`src/common/acss_pkg.sv`:
```
/*
  constants, types and state layout of the automatic clock source selector.
  assumes a 40 MHz pclk and four frame-rate reference pins from the digital receivers.
*/
package acss_pkg;

  // ----------------------------------------
  // timing
  // ----------------------------------------
  localparam int CLK_PERIOD_NS = 25;
  localparam int LOSS_TIME_NS = 62500;
  localparam int LOSS_CYC = (LOSS_TIME_NS + CLK_PERIOD_NS - 1) / CLK_PERIOD_NS;
  localparam int PERIOD_TOL_CYC = 8;

  // ----------------------------------------
  // inputs
  // ----------------------------------------
  localparam int NUM_IN = 4;
  localparam int CNT_W = 12;
  localparam int IN_WORD = 0;
  localparam int IN_OPTICAL = 1;
  localparam int IN_COAX = 2;
  localparam int IN_TIMECODE = 3;

  // ----------------------------------------
  // rate codes and nominal periods in pclk cycles
  // ----------------------------------------
  typedef logic [3:0] acss_rate_t;
  localparam acss_rate_t RATE_NONE = 4'h0;
  localparam acss_rate_t RATE_48K = 4'h3;
  localparam acss_rate_t RATE_DOUBLE_MIN = 4'h4;
  localparam acss_rate_t RATE_QUAD_MIN = 4'h7;
  localparam acss_rate_t RATE_MAX = 4'h9;
  localparam logic [9:0][11:0] RATE_PERIOD = {12'h0d0, 12'h0e3, 12'h138, 12'h1a0, 12'h1c5,
                                              12'h271, 12'h341, 12'h38b, 12'h4e2, 12'h000};
  localparam logic [3:0] OPT_CH_SINGLE = 4'h8;
  localparam logic [3:0] OPT_CH_DOUBLE = 4'h4;
  localparam logic [3:0] OPT_CH_QUAD = 4'h2;

  // ----------------------------------------
  // input states
  // ----------------------------------------
  localparam logic [1:0] IN_ST_NOLOCK = 2'h0;
  localparam logic [1:0] IN_ST_LOCK = 2'h1;
  localparam logic [1:0] IN_ST_SYNC = 2'h2;

  // ----------------------------------------
  // register map
  // ----------------------------------------
  localparam logic [7:0] ADDR_CTRL = 8'h00;
  localparam logic [7:0] ADDR_STATUS = 8'h04;
  localparam logic [7:0] ADDR_IRQ_STAT = 8'h08;
  localparam logic [7:0] ADDR_IRQ_MASK = 8'h0c;
  localparam int CTRL_AUTO_BIT = 0;
  localparam int CTRL_PREF_LSB = 1;
  localparam int CTRL_RATE_LSB = 4;
  localparam int CTRL_DMON_BIT = 8;
  localparam int CTRL_REC_BIT = 9;
  localparam logic [9:0] CTRL_RST = 10'h031;
  localparam int ST_REF_LSB = 8;
  localparam int ST_RATE_LSB = 16;
  localparam int ST_CH_LSB = 20;
  localparam int ST_ERR_BIT = 24;
  localparam int IRQ_RATE_ERR = 0;
  localparam int IRQ_REF_CHG = 1;
  localparam int IRQ_FALLBACK = 2;

  // ----------------------------------------
  // clock reference, one-hot
  // ----------------------------------------
  typedef enum logic [4:0] {
    REF_INT = 5'b00001,
    REF_WORD = 5'b00010,
    REF_OPTICAL = 5'b00100,
    REF_COAX = 5'b01000,
    REF_TIMECODE = 5'b10000
  } acss_ref_e;

  typedef struct packed {
    acss_ref_e clock_sel;
    acss_rate_t op_rate;
    logic [3:0] opt_channels;
    logic two_way_sample_multiplex;
    logic four_way_sample_multiplex;
  } acss_link_s;

  typedef struct packed {
    logic [NUM_IN-1:0] s1;
    logic [NUM_IN-1:0] s2;
    logic [NUM_IN-1:0] pv;
    logic [NUM_IN-1:0][CNT_W-1:0] cnt;
    logic [NUM_IN-1:0][3:0] cls;
    logic [NUM_IN-1:0] lock;
    logic [9:0] ctrl;
    logic [2:0] irq_stat;
    logic [2:0] irq_mask;
    logic [31:0] prdata;
    logic pready;
    logic pslverr;
    logic irq;
    logic rate_err;
    logic monitor;
    acss_link_s lnk;
  } acss_state_s;

endpackage : acss_pkg

```
`src/acss_top.sv`:
```
/*
  automatic clock source selector: measures four digital input frame clocks, picks the clock
  reference, reports lock/sync and rate, and sits as an APB slave.
  assumes apb master on pclk; input frame clocks asynchronous to pclk.
*/
// Local design decisions: the APB interface to the registers and the placing of the registers.
`timescale 1ns/100ps

module acss_top import acss_pkg::*; (
  // clock and reset
  input wire logic pclk,
  input wire logic presetn,
  // apb slave
  input wire logic psel,
  input wire logic penable,
  input wire logic pwrite,
  input wire logic [7:0] paddr,
  input wire logic [31:0] pwdata,
  output logic [31:0] prdata,
  output logic pready,
  output logic pslverr,
  // frame clocks from word, optical, coaxial, timecode receivers
  input wire logic [NUM_IN-1:0] input_frame_clk,
  // clocking and routing results
  output acss_link_s link_status,
  output logic rate_error,
  output logic host_driven_direct_monitor,
  output logic irq
);

  // ----------------------------------------
  // helpers
  // ----------------------------------------
  function automatic acss_rate_t classify(input logic [CNT_W-1:0] per);
    acss_rate_t r;
    r = RATE_NONE;
    for (int k = 1; k <= 9; k++) begin
      if ((per + 12'(PERIOD_TOL_CYC) >= RATE_PERIOD[k]) && (per <= RATE_PERIOD[k] + 12'(PERIOD_TOL_CYC))) begin
        r = 4'(k);
      end
    end
    return r;
  endfunction : classify

  function automatic acss_ref_e ref_of(input int i);
    acss_ref_e r;
    case (i)
      IN_WORD: r = REF_WORD;
      IN_OPTICAL: r = REF_OPTICAL;
      IN_COAX: r = REF_COAX;
      IN_TIMECODE: r = REF_TIMECODE;
      default: r = REF_INT;
    endcase
    return r;
  endfunction : ref_of

  acss_state_s q;
  acss_state_s d;

  // ----------------------------------------
  // next state
  // ----------------------------------------
  always_comb begin
    logic [CNT_W-1:0] per;
    logic auto_mode;
    logic [1:0] pref;
    acss_rate_t host_rate;
    acss_ref_e nref;
    logic cur_ok;
    logic found;
    acss_rate_t ref_rate;
    logic ref_locked;
    logic [2:0] ev;
    logic [31:0] rd;
    logic [1:0] ist;
    logic hit;
    logic wr;
    per = '0;
    auto_mode = q.ctrl[CTRL_AUTO_BIT];
    pref = q.ctrl[CTRL_PREF_LSB +: 2];
    host_rate = q.ctrl[CTRL_RATE_LSB +: 4];
    nref = REF_INT;
    cur_ok = 1'b0;
    found = 1'b0;
    ref_rate = RATE_NONE;
    ref_locked = 1'b0;
    ev = '0;
    rd = '0;
    ist = IN_ST_NOLOCK;
    hit = 1'b0;
    wr = 1'b0;
    d = q;

    // input synchronisers and period measurement, every input in parallel
    d.s1 = input_frame_clk;
    d.s2 = q.s1;
    d.pv = q.s2;
    for (int i = 0; i < NUM_IN; i++) begin
      if (q.s2[i] && !q.pv[i]) begin
        per = q.cnt[i] + 12'h001;
        d.cls[i] = classify(per);
        d.lock[i] = (classify(per) != RATE_NONE) && (classify(per) == q.cls[i]);
        d.cnt[i] = '0;
      end else if (q.cnt[i] >= 12'(LOSS_CYC - 1)) begin
        d.lock[i] = 1'b0;
        d.cls[i] = RATE_NONE;
      end else begin
        d.cnt[i] = q.cnt[i] + 12'h001;
      end
    end

    // clock reference choice
    for (int i = 0; i < NUM_IN; i++) begin
      if (q.lnk.clock_sel == ref_of(i) && q.lock[i]) begin
        cur_ok = 1'b1;
      end
    end
    if (!auto_mode) begin
      nref = REF_INT;
    end else if (q.lock[pref]) begin
      nref = ref_of(int'(pref));
    end else if (cur_ok) begin
      nref = q.lnk.clock_sel;
    end else begin
      for (int i = 0; i < NUM_IN; i++) begin
        if (q.lock[i] && !found) begin
          nref = ref_of(i);
          found = 1'b1;
        end
      end
    end
    d.lnk.clock_sel = nref;

    for (int i = 0; i < NUM_IN; i++) begin
      if (nref == ref_of(i)) begin
        ref_rate = q.cls[i];
        ref_locked = q.lock[i];
      end
    end

    // operating rate and optical multiplexing
    d.lnk.op_rate = (nref == REF_INT) ? host_rate : ref_rate;
    d.lnk.two_way_sample_multiplex = 1'b0;
    d.lnk.four_way_sample_multiplex = 1'b0;
    d.lnk.opt_channels = OPT_CH_SINGLE;
    if (d.lnk.op_rate >= RATE_QUAD_MIN) begin
      d.lnk.four_way_sample_multiplex = 1'b1;
      d.lnk.opt_channels = OPT_CH_QUAD;
    end else if (d.lnk.op_rate >= RATE_DOUBLE_MIN) begin
      d.lnk.two_way_sample_multiplex = 1'b1;
      d.lnk.opt_channels = OPT_CH_DOUBLE;
    end

    d.rate_err = (nref != REF_INT) && ref_locked && (ref_rate != host_rate);
    d.monitor = q.ctrl[CTRL_DMON_BIT] && q.ctrl[CTRL_REC_BIT];

    // sticky events
    ev[IRQ_RATE_ERR] = d.rate_err && !q.rate_err;
    ev[IRQ_REF_CHG] = nref != q.lnk.clock_sel;
    ev[IRQ_FALLBACK] = (nref == REF_INT) && (q.lnk.clock_sel != REF_INT);

    // apb: answer one cycle after setup
    wr = psel && penable && pwrite && q.pready;
    d.irq_stat = q.irq_stat;
    if (wr && paddr == ADDR_CTRL) begin
      d.ctrl = pwdata[9:0];
    end
    if (wr && paddr == ADDR_IRQ_MASK) begin
      d.irq_mask = pwdata[2:0];
    end
    if (wr && paddr == ADDR_IRQ_STAT) begin
      d.irq_stat = q.irq_stat & ~pwdata[2:0];
    end
    d.irq_stat = d.irq_stat | ev;
    d.irq = |(q.irq_stat & q.irq_mask);

    for (int i = 0; i < NUM_IN; i++) begin
      if (!q.lock[i]) begin
        ist = IN_ST_NOLOCK;
      end else if (q.cls[i] == q.lnk.op_rate) begin
        ist = IN_ST_SYNC;
      end else begin
        ist = IN_ST_LOCK;
      end
      rd[2*i +: 2] = ist;
    end
    rd[ST_REF_LSB +: 5] = q.lnk.clock_sel;
    rd[ST_RATE_LSB +: 4] = (q.lnk.clock_sel == REF_INT) ? (auto_mode ? RATE_NONE : host_rate)
                                                        : q.lnk.op_rate;
    rd[ST_CH_LSB +: 4] = q.lnk.opt_channels;
    rd[ST_ERR_BIT] = q.rate_err;

    hit = 1'b1;
    case (paddr)
      ADDR_CTRL: rd = {22'h00_0000, q.ctrl};
      ADDR_STATUS: rd = rd;
      ADDR_IRQ_STAT: rd = {29'h0000_0000, q.irq_stat};
      ADDR_IRQ_MASK: rd = {29'h0000_0000, q.irq_mask};
      default: begin
        rd = '0;
        hit = 1'b0;
      end
    endcase
    d.pready = psel && !penable;
    d.pslverr = psel && !penable && !hit;
    d.prdata = (psel && !penable && !pwrite) ? rd : q.prdata;
  end

  // ----------------------------------------
  // state register
  // ----------------------------------------
  always_ff @(posedge pclk or negedge presetn) begin
    if (!presetn) begin
      q <= '0;
      q.ctrl <= CTRL_RST;
      q.lnk.clock_sel <= REF_INT;
      q.lnk.op_rate <= RATE_48K;
      q.lnk.opt_channels <= OPT_CH_SINGLE;
    end else begin
      q <= d;
    end
  end

  // ----------------------------------------
  // outputs
  // ----------------------------------------
  assign prdata = q.prdata;
  assign pready = q.pready;
  assign pslverr = q.pslverr;
  assign link_status = q.lnk;
  assign rate_error = q.rate_err;
  assign host_driven_direct_monitor = q.monitor;
  assign irq = q.irq;

endmodule : acss_top

```
`config.mk`:
```
export PLATFORM = sky130hd
export DESIGN_NAME = acss_top
export DESIGN_NICKNAME = d
export VERILOG_FILES = /design/src/common/acss_pkg.sv /design/src/acss_top.sv
export SDC_FILE = /design/constraint.sdc
export NUM_CORES = 1
export LEC_CHECK = 0
export ABC_CLOCK_PERIOD_IN_PS = 6020
export BUFFER_PORTS_ARGS = -buffer_cell sky130_fd_sc_hd__buf_4
export CAP_MARGIN = 20
export CELL_PAD_IN_SITES_DETAIL_PLACEMENT = 0
export CELL_PAD_IN_SITES_GLOBAL_PLACEMENT = 2
export CORE_MARGIN = 2
export CORE_UTILIZATION = 37
export CTS_BUF_LIST = sky130_fd_sc_hd__clkbuf_4 sky130_fd_sc_hd__clkbuf_8 sky130_fd_sc_hd__clkbuf_16
export DETAILED_ROUTE_END_ITERATION = 6
export PLACE_DENSITY_LB_ADDON = 0.08
export SETUP_SLACK_MARGIN = 0.2
export SKIP_CTS_REPAIR_TIMING = 1
export SLEW_MARGIN = 20
export SYNTH_ARGS = -nofsm -noshare
export SYNTH_HDL_FRONTEND = slang
export SYNTH_SLANG_ARGS = --single-unit
```
`constraint.sdc`:
```
create_clock -name pclk -period 6.02 [get_ports pclk]
set_clock_uncertainty 0.1 [all_clocks]
set_input_delay 1.204 -clock pclk [delete_from_list [all_inputs] [get_ports pclk]]
set_output_delay 1.204 -clock pclk [all_outputs]
set_load 0.1 [all_outputs]
```
==> results.toml <==
[routing]
vias = 11600
ant_nets = 0
dr.pass1.iters = 5
detail_route.iter0.violations = 817
drc_errors = 0
routed_wl_um = 38000
via_per_inst = 5.77
wire_per_inst_um = 18.9

[worst_setup_path]
critPathMaxStageDelay_ns = 0.65
arrival_ns = 5.09
critPathSlowestCell = "dfrtp_1"
worst_ep_required_time_ns = 6.21
rrSetupSlack_ns = 1.12
crit_fanout = 14
reg2reg_from = "q[112]"
crit_path_end = "q[70]"
critPathKind = "reg -> reg"
cp-startpoint = "q[112]"
cp-end-kind = "register"
crit_path_start_kind = "register"
r2r-end = "q[70]"
path_cells = "nand3_1 > xor2_1 > clkinv_1 > ha_1 > and4b_1 > o22ai_1 > xor2_1 > o22ai_2 > a311oi_1 > a21o_1 > nor2_2 > nor4b_2 > a211oi_1 > o22ai_2"
r2r_cells = 14

[yosys]
synth_cell_types = 111
syn_avg_cell_area_um2 = 8.08
netlist_top_cells_area = "dfrtp_1, xnor2_1, nand2_1"
ys_seq_elements = 134
ys.flop_type = "dfrtp_1"
yosys.area.top_type = "dfrtp_1"
async_reset_ff_share_pct = 100
netlist.area_leader.share_pct = 24.8
synthCells = 1588
syn-cell-area_um2 = 12800
synth_edf_count = 0
yosysSeqAreaShare_pct = 26.2
ys_warn_count = 0

[floorplan]
fp.dieH_um = 190
row_count = 68
die_x_um = 190
ios = 101
start_util_pct = 37.3
core_region_area_um2 = 34400
dieArea_um2 = 36200

[final_layout]
drive_gt1_share_pct = 13.6
syn_to_final_growth_pct = 7.62
n_fill_cell = 3607
fin_area_um2 = 13800
nets = 1627
antennaDiodeCount = 0
final_common_cell = "nand2_1"
most-common-layout-cells = "nand2_1, dfrtp_1, nor2_1, xnor2_1, buf_4"

[sta]
slew_headroom_pct = 35.0
setup_tns_ns = 0
worstMarginPinSlew_ns = 0.965
rsz0062_at_grt = "false"
fmax_mhz = 204
period_minus_slack_ns = 4.90
hold_viol = 0
period_share_pct = 81.4
slew_violations = 0
finalSetupViolCount = 0

[global_routing]
grtUsageMet1_pct = 28.2
met2_usage_pct = 36.3
antenna_found_initial = 0
use_met3_pct = 3.04
grt_max_degree = 94
gr-total-overflow = 0
busiest_layer = "met2"
grt_pass1_wl_um = 61500
grt_pass1_vias = 11200
grtUsageTotal_pct = 21.2

[hold_path]
min_path_type = "reg -> reg"

[power_and_ir_drop]
p_leak_nw = 5.58
p_per_area_nw_per_um2 = 216
vdd.ir_drop.worst_mv = 0.206

[clock_network]
clock_sinks = 134
clock_latency_ns = 0.44
cts_tree = "built"
htree_levels = 4
cts.clk_slew.worst_paths_ns = 0.07
tritoncts.num_buffers = 17
clock_tree.buffer_depth = 2
cts-root-buf = "clkbuf_16"

[place]
dpl-instance-area_um2 = 13200
hpwl_um = 27800
globalplace.congestion = 0.856
io_buffers = 66

[status]
status = "complete, no violations"

[flow_run]
drv_cap = 0
[layer usage]
layer  vias up  wire [um]
met5         -          0
met4         0        580
met3        39       1040
met2       219      18200
met1      5678      18100
li1       5675          -
[worst min path at each step]
| stage | startpoint | to | slack (ns) | cells past startpoint |
|---|---|---|---|---|
| 3_3_place_gp | d[142] | d[138] | 0.23 | 0 |
| 3_5_place_dp | d[141] | d[137] | 0.24 | 0 |
| 6_report | d[142] | d[138] | 0.25 | 0 |
| 2_1_floorplan | d[140] | d[136] | 0.23 | 0 |
| 4_1_cts | d[142] | d[138] | 0.26 | 0 |
| 5_1_grt | d[141] | d[137] | 0.27 | 0 |
[flip-flops by register name, indices dropped and copies added (netlist names)]
name                        flops
rate_error                      1
irq                             1
pslverr                         1
host_driven_direct_monitor      1
link_status                    12
prdata                         21
d                               8
q                              88
pready                          1
[power breakdown]
part           internal [mW]  switching (mW)
combinational          0.273           0.537
clock                  0.602           0.464
sequential             0.941           0.164
[synth_stat cells, types with 9 or more instances]
| cell | n |
|---|---|
| a211oi_1 | 19 |
| a21o_1 | 15 |
| a21oi_1 | 73 |
| a22o_1 | 22 |
| a22oi_1 | 13 |
| a31o_2 | 9 |
| a31oi_1 | 26 |
| and2_1 | 27 |
| and3_1 | 17 |
| buf_1 | 9 |
| buf_2 | 24 |
| buf_4 | 55 |
| clkbuf_1 | 61 |
| dfrtp_1 | 127 |
| ha_1 | 34 |
| inv_1 | 45 |
| mux2_2 | 19 |
| nand2_1 | 149 |
| nand2b_1 | 17 |
| nand3_1 | 69 |
| nand3b_1 | 15 |
| nand4_1 | 27 |
| nor2_1 | 123 |
| nor2b_1 | 19 |
| nor3_1 | 42 |
| nor4_1 | 20 |
| o211ai_1 | 18 |
| o21ai_0 | 76 |
| o22ai_1 | 14 |
| o31ai_1 | 17 |
| or3_1 | 20 |
| xnor2_1 | 86 |
| xor2_1 | 52 |
[worst max-delay path: cells and delay by family (launching register included)]
kind	cells	cell delay, ns
AOI/OAI and AO/OA	6	1.85
and+or+nand+nor	4	0.74
DFF	1	0.65
xor gates and xnor gates	2	0.60
adders and majority gates	1	0.42
buffers and inverters	1	0.37
[layout make-up]
| type | count | area [um^2] | area share (%) |
|---|---|---|---|
| sequential | 134 | 3360 | 24.3 |
| tap | 455 | 569 | 4.12 |
| timing repair buffer | 79 | 597 | 4.32 |
| clock buffer | 20 | 460 | 3.33 |
| multi-input combinational | 1264 | 8530 | 61.7 |
| inverter | 48 | 180 | 1.30 |
| clock inverter | 12 | 116 | 0.843 |
[cell families after synthesis]
logic type | count (synthesis) | share of synthesized area, %
AOI/OAI and AO/OA | 435 | 24.5
other | 1 | 0.0292
and+or+nand+nor | 613 | 25.6
adders and majority gates | 34 | 3.32
muxes | 27 | 2.30
buffers and inverters | 201 | 7.91
xor gates and xnor gates | 143 | 10.2
DFF | 134 | 26.2
[stage by stage]
step | utilization (%) | power, mW | hold slack, ns | setup slack, ns | instances
CTS | 40.2 | 3.01 | 0.256 | 1.11 | 2012
global route | 40.2 | 3.16 | 0.269 | 0.670 | 2012
floorplan | - | 1.71 | 0.231 | 1.81 | 1599
global placement | 38.5 | 1.93 | 0.235 | 1.20 | 1980
finish | 40.2 | 2.98 | 0.254 | 1.12 | 2012
detailed placement | 38.5 | 1.92 | 0.242 | 1.16 | 1980
No activity file was read; power rests on OpenSTA's default activity.
